===== src/core/cic_pkg.sv =====
// Constants and types shared by the counter input conditioning block
package cic_pkg;

    // Clock rate of the fabric clock in kHz
    localparam int CIC_CLK_KHZ = 100000;
    // Filter sample tick is 40 MHz, derived as a fraction of the fabric clock
    localparam int CIC_FILT_KHZ = 40000;
    // Consecutive filter samples needed per setting
    localparam int CIC_N_SHORT = 5;
    localparam int CIC_N_MID = 257;
    localparam int CIC_N_LONG = 101800;
    // Filter settings
    localparam logic [1:0] CIC_FILT_OFF = 2'h0;
    localparam logic [1:0] CIC_FILT_125NS = 2'h1;
    localparam logic [1:0] CIC_FILT_6US = 2'h2;
    localparam logic [1:0] CIC_FILT_2MS = 2'h3;
    // Filter settings reset value (disabled)
    localparam logic [1:0] CIC_FILT_RST = 2'h0;
    // Prescaler settings
    localparam logic [1:0] CIC_PRE_OFF = 2'h0;
    localparam logic [1:0] CIC_PRE_DIV2 = 2'h1;
    localparam logic [1:0] CIC_PRE_DIV8 = 2'h2;
    // Counter source selects
    localparam logic [2:0] CIC_SRC_EXT = 3'h0;
    localparam logic [2:0] CIC_SRC_FAST = 3'h1;
    localparam logic [2:0] CIC_SRC_MED = 3'h2;
    localparam logic [2:0] CIC_SRC_SLOW = 3'h3;
    localparam logic [2:0] CIC_SRC_BP10 = 3'h4;
    // Register map over the plain port
    localparam logic [3:0] CIC_A_FILT = 4'h0;
    localparam logic [3:0] CIC_A_CTL0 = 4'h1;
    localparam logic [3:0] CIC_A_CTL1 = 4'h2;
    localparam logic [3:0] CIC_A_CNT0 = 4'h3;
    localparam logic [3:0] CIC_A_CNT1 = 4'h4;
    localparam logic [3:0] CIC_A_BUF0 = 4'h5;
    localparam logic [3:0] CIC_A_BUF1 = 4'h6;
    localparam logic [3:0] CIC_A_STAT = 4'h7;
    // Control register fields
    localparam int CIC_F_SRC = 0;
    localparam int CIC_F_PRE = 3;
    localparam int CIC_F_DUP = 5;
    localparam int CIC_F_POS = 6;
    localparam int CIC_F_DOWN = 7;
    localparam int CIC_F_CASC = 8;
    localparam int CIC_F_EN = 9;
    localparam logic [31:0] CIC_CTL_RST = 32'h0000_0000;
    localparam logic [31:0] CIC_ZERO = 32'h0000_0000;

    // Synchronisation modes, one-hot
    typedef enum logic [2:0] {
        CIC_SYNC_FAST = 3'b001,
        CIC_SYNC_INT = 3'b010,
        CIC_SYNC_EXT = 3'b100
    } cic_sync_t;

endpackage : cic_pkg


===== src/core/cic_core.sv =====
// Counter input conditioning: filters, prescalers, sync modes, two counters
//
// Implementation choices: the placing of the registers and the plain strobed port.
`timescale 1ns/10ps
`default_nettype none
module cic_core
    import cic_pkg::*;
#(
    parameter int N_LONG = CIC_N_LONG
) (
    input wire logic clk,
    input wire logic rstn,
    input wire logic ce,
    input wire logic [3:0] addr,
    input wire logic [31:0] wdata,
    input wire logic wr,
    input wire logic rd,
    output logic [31:0] rdata,
    input wire logic [7:0] pin_in,
    input wire logic fast_internal_timebase,
    input wire logic medium_internal_timebase,
    input wire logic slow_internal_timebase,
    input wire logic backplane_ten_mhz_clock,
    input wire logic [1:0] fwd_en,
    output logic [1:0] fwd_out,
    output logic [1:0] terminal_count,
    output logic [1:0] ctr_out
);
    // Input lines: 0..3 terminal, 4..5 trigger bus, 6 star, 7 spare
    localparam int NIN = 8;

    // Two-stage synchroniser, first stage read only by the second
    logic [NIN-1:0] pin_s1_reg;
    logic [NIN-1:0] pin_s2_reg;
    logic [3:0] tb_s1_reg;
    logic [3:0] tb_s2_reg;
    always_ff @(posedge clk) begin
        if (!rstn) begin
            pin_s1_reg <= '0;
            pin_s2_reg <= '0;
            tb_s1_reg <= '0;
            tb_s2_reg <= '0;
        end else if (ce) begin
            pin_s1_reg <= pin_in;
            pin_s2_reg <= pin_s1_reg;
            tb_s1_reg <= {backplane_ten_mhz_clock, slow_internal_timebase,
                          medium_internal_timebase, fast_internal_timebase};
            tb_s2_reg <= tb_s1_reg;
        end
    end

    // Filter tick at 40 MHz from 100 MHz by phase accumulation
    // No whole divider gives 40 MHz, so the tick spacing jitters by a clock
    logic [16:0] ph_reg;
    logic tick;
    assign tick = (ph_reg + 17'(CIC_FILT_KHZ)) >= 17'(CIC_CLK_KHZ);
    always_ff @(posedge clk) begin
        if (!rstn) begin
            ph_reg <= '0;
        end else if (ce) begin
            if (tick) begin
                ph_reg <= 17'(ph_reg + 17'(CIC_FILT_KHZ) - 17'(CIC_CLK_KHZ));
            end else begin
                ph_reg <= 17'(ph_reg + 17'(CIC_FILT_KHZ));
            end
        end
    end

    // Samples required for a filter setting
    function automatic logic [16:0] need(input logic [1:0] s);
        case (s)
            CIC_FILT_125NS: need = 17'(CIC_N_SHORT);
            CIC_FILT_6US: need = 17'(CIC_N_MID);
            default: need = 17'(N_LONG);
        endcase
    endfunction : need

    // Per-input settings, two bits each
    logic [15:0] filt_reg;
    logic [NIN-1:0] flt_reg;
    logic [16:0] fcnt_reg [NIN];
    always_ff @(posedge clk) begin
        if (!rstn) begin
            filt_reg <= {8{CIC_FILT_RST}};
        end else if (ce && wr && addr == CIC_A_FILT) begin
            filt_reg <= wdata[15:0];
        end
    end

    // Debounce filters, one counter per input
    always_ff @(posedge clk) begin
        if (!rstn) begin
            flt_reg <= '0;
            for (int i = 0; i < NIN; i++) begin
                fcnt_reg[i] <= '0;
            end
        end else if (ce) begin
            for (int i = 0; i < NIN; i++) begin
                if (filt_reg[2*i +: 2] == CIC_FILT_OFF) begin
                    // Bypass: follow the synchronised pin
                    flt_reg[i] <= pin_s2_reg[i];
                    fcnt_reg[i] <= '0;
                end else if (tick) begin
                    // Count holds the new-level samples seen so far
                    // old level restarts count
                    if (pin_s2_reg[i] == flt_reg[i]) begin
                        fcnt_reg[i] <= '0;
                    end else if (17'(fcnt_reg[i] + 17'h0_0001)
                                 >= need(filt_reg[2*i +: 2])) begin
                        flt_reg[i] <= pin_s2_reg[i];
                        fcnt_reg[i] <= '0;
                    end else begin
                        fcnt_reg[i] <= 17'(fcnt_reg[i] + 17'h0_0001);
                    end
                end
            end
        end
    end

    // Forwarded triggers skip the filter so they keep their own edges
    // forwarding uses the unfiltered pins
    always_ff @(posedge clk) begin
        if (!rstn) begin
            fwd_out <= '0;
        end else if (ce) begin
            fwd_out[0] <= fwd_en[0] & pin_s2_reg[0];
            fwd_out[1] <= fwd_en[1] & pin_s2_reg[4];
        end
    end

    // Control per counter; gate/source line picks come from control bits
    logic [31:0] ctl_reg [2];
    always_ff @(posedge clk) begin
        if (!rstn) begin
            ctl_reg[0] <= CIC_CTL_RST;
            ctl_reg[1] <= CIC_CTL_RST;
        end else if (ce && wr) begin
            if (addr == CIC_A_CTL0) begin
                ctl_reg[0] <= wdata;
            end
            if (addr == CIC_A_CTL1) begin
                ctl_reg[1] <= wdata;
            end
        end
    end

    function automatic cic_sync_t pick(input logic [31:0] c);
        logic [2:0] s;
        s = c[CIC_F_SRC +: 3];
        if (c[CIC_F_DUP] || c[CIC_F_POS] || s == CIC_SRC_FAST) begin
            pick = CIC_SYNC_FAST;
        end else if (s == CIC_SRC_MED || s == CIC_SRC_SLOW ||
                     s == CIC_SRC_BP10) begin
            pick = CIC_SYNC_INT;
        end else begin
            pick = CIC_SYNC_EXT;
        end
    endfunction : pick

    // Counters, their delayed-source and edge state
    logic [31:0] cnt_reg [2];
    logic [31:0] base_reg [2];
    logic [31:0] buf_reg [2];
    logic [1:0] src_d_reg;
    logic [1:0] src_dd_reg;
    // Source delayed one more clock; external mode samples the gate on it
    logic [1:0] src_ddd_reg;
    logic [1:0] gate_sy_reg;
    logic [1:0] gate_d_reg;
    logic [2:0] pre_reg [2];
    logic [1:0] stored_reg;
    logic [1:0] src_raw;
    logic [1:0] gate_raw;
    cic_sync_t mode [2];

    // Source and gate selection per counter
    always_comb begin
        for (int k = 0; k < 2; k++) begin
            mode[k] = pick(ctl_reg[k]);
            case (ctl_reg[k][CIC_F_SRC +: 3])
                CIC_SRC_FAST: src_raw[k] = tb_s2_reg[0];
                CIC_SRC_MED: src_raw[k] = tb_s2_reg[1];
                CIC_SRC_SLOW: src_raw[k] = tb_s2_reg[2];
                CIC_SRC_BP10: src_raw[k] = tb_s2_reg[3];
                default: src_raw[k] = flt_reg[k];
            endcase
            gate_raw[k] = ctl_reg[k][CIC_F_CASC] ?
                (terminal_count[1-k] | ctr_out[1-k]) : flt_reg[k+2];
        end
    end

    // Counting engine
    always_ff @(posedge clk) begin
        if (!rstn) begin
            src_d_reg <= '0;
            src_dd_reg <= '0;
            src_ddd_reg <= '0;
            gate_sy_reg <= '0;
            gate_d_reg <= '0;
            stored_reg <= '0;
            terminal_count <= '0;
            ctr_out <= '0;
            for (int k = 0; k < 2; k++) begin
                cnt_reg[k] <= CIC_ZERO;
                base_reg[k] <= CIC_ZERO;
                buf_reg[k] <= CIC_ZERO;
                pre_reg[k] <= '0;
            end
        end else if (ce) begin
            src_d_reg <= src_raw;
            src_dd_reg <= src_d_reg;
            src_ddd_reg <= src_dd_reg;
            for (int k = 0; k < 2; k++) begin
                logic rise;
                logic fall;
                logic drise;
                logic pre_ok;
                logic cnt_ev;
                rise = src_d_reg[k] & ~src_dd_reg[k];
                fall = ~src_d_reg[k] & src_dd_reg[k];
                drise = src_dd_reg[k] & ~src_ddd_reg[k];
                pre_ok = 1'b1;
                cnt_ev = 1'b0;
                stored_reg[k] <= 1'b0;
                terminal_count[k] <= 1'b0;
                // under prevention gate synced every cycle
                // fast mode syncs on source rise
                // internal mode syncs on source fall
                // external mode syncs on delayed rise
                if (ctl_reg[k][CIC_F_DUP] ||
                    (mode[k] == CIC_SYNC_FAST && rise) ||
                    (mode[k] == CIC_SYNC_INT && fall) ||
                    (mode[k] == CIC_SYNC_EXT && drise)) begin
                    gate_sy_reg[k] <= gate_raw[k];
                end
                // one count step per source rising edge, or per two or eight edges with the external-mode prescaler
                if (ctl_reg[k][CIC_F_EN] && rise) begin
                    if (mode[k] == CIC_SYNC_EXT &&
                        ctl_reg[k][CIC_F_PRE +: 2] != CIC_PRE_OFF) begin
                        pre_reg[k] <= 3'(pre_reg[k] + 3'h1);
                        if (ctl_reg[k][CIC_F_PRE +: 2] == CIC_PRE_DIV2) begin
                            pre_ok = pre_reg[k][0];
                        end else begin
                            pre_ok = (pre_reg[k] == 3'h7);
                        end
                    end
                    cnt_ev = pre_ok;
                end
                // updates one clock after the clock that samples the source into src_d_reg
                if (cnt_ev) begin
                    if (ctl_reg[k][CIC_F_DOWN]) begin
                        cnt_reg[k] <= 32'(cnt_reg[k] - 32'h0000_0001);
                        terminal_count[k] <= (cnt_reg[k] == 32'h0000_0001);
                    end else begin
                        cnt_reg[k] <= 32'(cnt_reg[k] + 32'h0000_0001);
                        terminal_count[k] <= (cnt_reg[k] == 32'hFFFF_FFFE);
                    end
                    if ((ctl_reg[k][CIC_F_DOWN] && cnt_reg[k] == 32'h0000_0001)
                        || (!ctl_reg[k][CIC_F_DOWN] &&
                            cnt_reg[k] == 32'hFFFF_FFFE)) begin
                        ctr_out[k] <= ~ctr_out[k];
                    end
                end
                gate_d_reg[k] <= gate_sy_reg[k];
                // store count since previous gate rise
                if (gate_sy_reg[k] && !gate_d_reg[k]) begin
                    buf_reg[k] <= 32'(cnt_reg[k] - base_reg[k]);
                    base_reg[k] <= cnt_reg[k];
                    stored_reg[k] <= 1'b1;
                end
            end
        end
    end

    // Read port, data one cycle after the strobe
    always_ff @(posedge clk) begin
        if (!rstn) begin
            rdata <= CIC_ZERO;
        end else if (ce) begin
            if (rd) begin
                case (addr)
                    CIC_A_FILT: rdata <= {16'h0000, filt_reg};
                    CIC_A_CTL0: rdata <= ctl_reg[0];
                    CIC_A_CTL1: rdata <= ctl_reg[1];
                    CIC_A_CNT0: rdata <= cnt_reg[0];
                    CIC_A_CNT1: rdata <= cnt_reg[1];
                    CIC_A_BUF0: rdata <= buf_reg[0];
                    CIC_A_BUF1: rdata <= buf_reg[1];
                    CIC_A_STAT: rdata <= {24'h00_0000, flt_reg};
                    default: rdata <= CIC_ZERO;
                endcase
            end else begin
                rdata <= CIC_ZERO;
            end
        end
    end

    // Buffer stores only on a gate rise
    a_store_gate: assert property (@(posedge clk) disable iff (!rstn)
        ce && gate_sy_reg[0] && !gate_d_reg[0] |=> stored_reg[0])
        else $error("gate rise did not store");
    a_store_cause: assert property (@(posedge clk) disable iff (!rstn)
        stored_reg[0] && $past(ce)
        |-> $past(gate_sy_reg[0]) && !$past(gate_d_reg[0]))
        else $error("store without gate rise");
    a_filt_off: assert property (@(posedge clk) disable iff (!rstn)
        ce && filt_reg[1:0] == CIC_FILT_OFF
        |=> flt_reg[0] == $past(pin_s2_reg[0]))
        else $error("disabled filter not transparent");
    a_filt_hold: assert property (@(posedge clk) disable iff (!rstn)
        filt_reg[1:0] != CIC_FILT_OFF && fcnt_reg[0] == '0 && $stable(filt_reg)
        |=> $stable(flt_reg[0]))
        else $error("filter passed level too early");
    a_fwd_raw: assert property (@(posedge clk) disable iff (!rstn)
        ce |=> fwd_out[0] == ($past(fwd_en[0]) & $past(pin_s2_reg[0])))
        else $error("forward not unfiltered");
    a_cnt_step: assert property (@(posedge clk) disable iff (!rstn)
        ce && !src_d_reg[0] && !src_dd_reg[0] && $stable(ctl_reg[0])
        |=> $stable(cnt_reg[0]))
        else $error("count moved without source edge");
    a_tick_gap: assert property (@(posedge clk) disable iff (!rstn)
        ce && tick |=> !tick)
        else $error("filter tick too fast");
    a_pre_ext: assert property (@(posedge clk) disable iff (!rstn)
        mode[0] != CIC_SYNC_EXT |=> $stable(pre_reg[0]))
        else $error("prescaler ran on internal source");
    // Counter 1 shares this logic, so most checks watch counter 0
    a_tc_once: assert property (@(posedge clk) disable iff (!rstn)
        ce && terminal_count[0] |=> !terminal_count[0])
        else $error("terminal count longer than one cycle");
    a_out_toggle: assert property (@(posedge clk) disable iff (!rstn)
        $rose(terminal_count[0]) |-> $changed(ctr_out[0]))
        else $error("output did not toggle on terminal count");
    a_ext_sync: assert property (@(posedge clk) disable iff (!rstn)
        ce && mode[0] == CIC_SYNC_EXT && !(src_dd_reg[0] && !src_ddd_reg[0])
        |=> $stable(gate_sy_reg[0]))
        else $error("external gate sync off the delayed rise");
    a_int_sync: assert property (@(posedge clk) disable iff (!rstn)
        ce && mode[1] == CIC_SYNC_INT && !(!src_d_reg[1] && src_dd_reg[1])
        |=> $stable(gate_sy_reg[1]))
        else $error("internal gate sync off the falling edge");
endmodule : cic_core
`default_nettype wire


===== config.mk =====
export PLATFORM = sky130hd
export DESIGN_NAME = cic_core
export DESIGN_NICKNAME = d
export VERILOG_FILES = /design/src/core/cic_pkg.sv /design/src/core/cic_core.sv
export SDC_FILE = /design/constraint.sdc
export NUM_CORES = 1
export LEC_CHECK = 0
export ABC_AREA = 1
export BUFFER_PORTS_ARGS = -buffer_cell sky130_fd_sc_hd__buf_2
export CAP_MARGIN = 20
export CORE_ASPECT_RATIO = 0.8
export CORE_UTILIZATION = 40
export DETAILED_ROUTE_END_ITERATION = 16
export SYNTH_ARGS = -nofsm -noshare
export SYNTH_HDL_FRONTEND = slang
export SYNTH_SLANG_ARGS = --single-unit

===== constraint.sdc =====
create_clock -name clk -period 13.2 [get_ports clk]
set_clock_uncertainty 0.2 [all_clocks]
set_input_delay 1.32 -clock clk [delete_from_list [all_inputs] [get_ports clk]]
set_output_delay 1.32 -clock clk [all_outputs]
set_load 0.01 [all_outputs]

==> flow_metrics.env <==
export IMPL_seq_area_frac_synth_pct=42.68
export IMPL_syn_num_nets=4430
export IMPL_fin_tns_setup_ns=0
export IMPL_power_leakage_uw=0.01551
export IMPL_synth_top_area_share_pct=36.14
export IMPL_min_path_cells=2
export IMPL_syn_area_sq_um=33070
export IMPL_min_to="src_ddd_reg[1]"
export IMPL_syn_instance_count=4190
export IMPL_clk_latency_ns=0.63
export IMPL_grt_overflow_total=0
export IMPL_synth_edf_count=398
export IMPL_ys_async_sr_fraction_pct=0
export IMPL_start_util_pct=40.72
export IMPL_period_minus_slack_ns=4.944
export IMPL_crit_fanout=18
export IMPL_crit_type="register to register"
export IMPL_reg2reg_to="fcnt_reg[0][54]"
export IMPL_synth_seq_cells=506
export IMPL_cts_reportedPaths_clkPinSlew_ns=0.06
export IMPL_largest_reg_flops=136
export IMPL_cts_root_buffer="clkbuf_16"
export IMPL_synth_area_leaders="edfxtp_1 (36%), nand2_1 (8.9%), inv_1 (7.2%)"
export IMPL_holdCritStartpoint="src_ddd_reg[1]"
export IMPL_setup_viol=0
export IMPL_core_area_sq_um=81220
export IMPL_max_slew_margin_pct=34.32
export IMPL_cts_sinks=506
export IMPL_grt_pass1_vias=26670
export IMPL_end_kind="register"
export IMPL_num_rows=93
export IMPL_wl_per_cell_um=18.37
export IMPL_hold_viol_final=0
export IMPL_io_buffers=92
export IMPL_clk_path_buf_depth=3
export IMPL_critPathRequiredTime_ns=13.13
export IMPL_whs_ns=0.2760
export IMPL_antenna_found_initial=5
export IMPL_final_common_cell="nand2_1"
export IMPL_dp_hpwl_um=74970
export IMPL_die_area_sq_um=83840
export IMPL_route_detailed_drc=0
export IMPL_power_density_nw_per_um2=114.5
export IMPL_viasPerCell=5.330
export IMPL_numCtsBuffers=59
export IMPL_die_height_um=259.2
export IMPL_hold_buffers=0
export IMPL_routabilityCongestion=0.9309
export IMPL_htreeDepth=2
export IMPL_postCtsResizedCells=0
export IMPL_final_nets=4513
export IMPL_vias=28870
export IMPL_synth_top_cell_by_area="edfxtp_1"
export IMPL_dr_first_iter_drc_count=2774
export IMPL_totalWireLength_um=99540
export IMPL_ir_drop_mv=0.1337
export IMPL_yosys_warnings=0
export IMPL_ios=93
export IMPL_r2r_start="fcnt_reg[0][51]"
export IMPL_r2r_cells=22
export IMPL_finalMaxSlewViolations=0
export IMPL_synth_main_ff_cell="edfxtp_1"
export IMPL_fin_crit_sh_pct=37.46
export IMPL_maxCapViolCount=0
export IMPL_cts_tree="built"
export IMPL_grt_pass1_wl_um=155200
export IMPL_avgSynthCellArea_sq_um=7.893
export IMPL_ant_nets=0
export IMPL_synth_distinct_cells=70
export IMPL_tightest_slew_ns=0.9604
export IMPL_die_w_um=323.5
export IMPL_final_cell_mix="nand2_1 (780), inv_1 (630), nor2_1 (575)"
export IMPL_grt_max_degree=65
export IMPL_grt_total_usage_pct=23.67
export IMPL_drive_gt1_share_pct=7.470
export IMPL_status="finished, final reports clean"
export IMPL_drt_pass1_iterations=5
export IMPL_hold_class="register to register"
export IMPL_fmax_ghz=0.2023
export IMPL_rsz0062_at_grt="false"
export IMPL_r2r_slack_ns=8.26
export IMPL_post_cts_setup_buffers=0
export IMPL_worst_endpoint_arrival_ns=4.87
export IMPL_syn_to_final_growth_pct=11.37
export IMPL_start_kind="register"
how the worst max path moves through the flow:
stage	from	endpoint	slack [ns]	cells after the start
6_report	fcnt_reg[0][51]	fcnt_reg[0][54]	8.26	22
3_3_place_gp	ce	buf_reg[0][26]	8.28	11
5_1_grt	fcnt_reg[0][51]	fcnt_reg[0][53]	7.58	22
3_5_place_dp	ce	buf_reg[0][19]	8.16	11
4_1_cts	fcnt_reg[0][51]	fcnt_reg[0][54]	8.23	22
2_1_floorplan	ce	base_reg[0][0]	5.75	5
critical path, stage by stage (launching register included):
cell and delay, ns:
edfxtp_1 0.43, ha_1 0.22, nand3_1 0.16, nor2_1 0.17, nand2_1 0.13, nor2_1 0.10
inv_1 0.06, nor2_1 0.13, nand3_1 0.08, nor3_1 0.22, nand3_1 0.13, xor2_1 0.22
inv_1 0.07, ha_1 0.30, nand2_1 0.05, inv_1 0.08, nand2_1 0.06, nor4_1 0.23
nand3_1 0.10, o21ai_0 0.25, a21oi_1 0.11, nand2_4 0.24, nand3_1 0.69
cell usage after synthesis, types with 9 or more instances:
cell type,n
a2111oi_0,13
a21boi_0,10
a21o_1,9
a21oi_1,245
a221oi_1,22
a31oi_1,10
buf_2,15
clkbuf_1,73
dfxtp_1,108
edfxtp_1,398
ha_1,183
inv_1,630
nand2_1,782
nand3_1,210
nand3b_1,13
nand4_1,87
nor2_1,576
nor2_2,44
nor3_1,90
nor4_1,27
o2111ai_1,14
o21a_1,23
o21ai_0,249
o21ai_1,11
o21bai_1,10
o22ai_1,34
xnor2_1,19
xor2_1,153
report_power, final:
part	leakage, uW	switching, uW	internal, uW
registers	0.00506	80.5	1810
clock network	0.00102	707	1040
logic	0.00943	407	174
routing by layer:
layer	vias to the layer above	part of all wire, %	wire, um	global-route usage, %
met3	129	8.2	8210	3.854
met2	998	39	38940	32.46
met4	2	2.3	2249	5.937
met1	13510	50	50120	37.72
met5	-	0.0070	7	0
li1	14240	-	-	-
metrics by stage:
step	area, sq um	total power, uW	util, %	instances	setup WS (ns)
6_report	36830	4219	45.35	5417	8.256
5_1_grt	36830	4392	45.35	5416	7.581
4_1_cts	36780	4238	45.28	5414	8.234
3_5_place_dp	34710	2495	42.74	5302	8.159
3_3_place_gp	34690	2492	42.71	5301	8.283
2_1_floorplan	33070	2306	-	4190	5.751
cell families after synthesis:
logic type	synth area share (%)
XOR/XNOR	4.737
flip-flops	42.68
AND/OR/NAND/NOR	24.82
multiplexers	0.03405
AO/OA/AOI/OAI	12.04
adder cells (fa/ha/maj)	7.045
buffers and inverters	8.649
area by class of cell:
class	count	area, sq um
clock inverters	30	324.1
flip-flops and latches	506	14110
fillers	8154	44390
multi-input cells	2941	16130
diodes	1	2.502
inverters	643	2414
repair buffers	122	748.2
well taps	1092	1366
clock buffers	82	1737
Power figures use the tool's default switching activity.
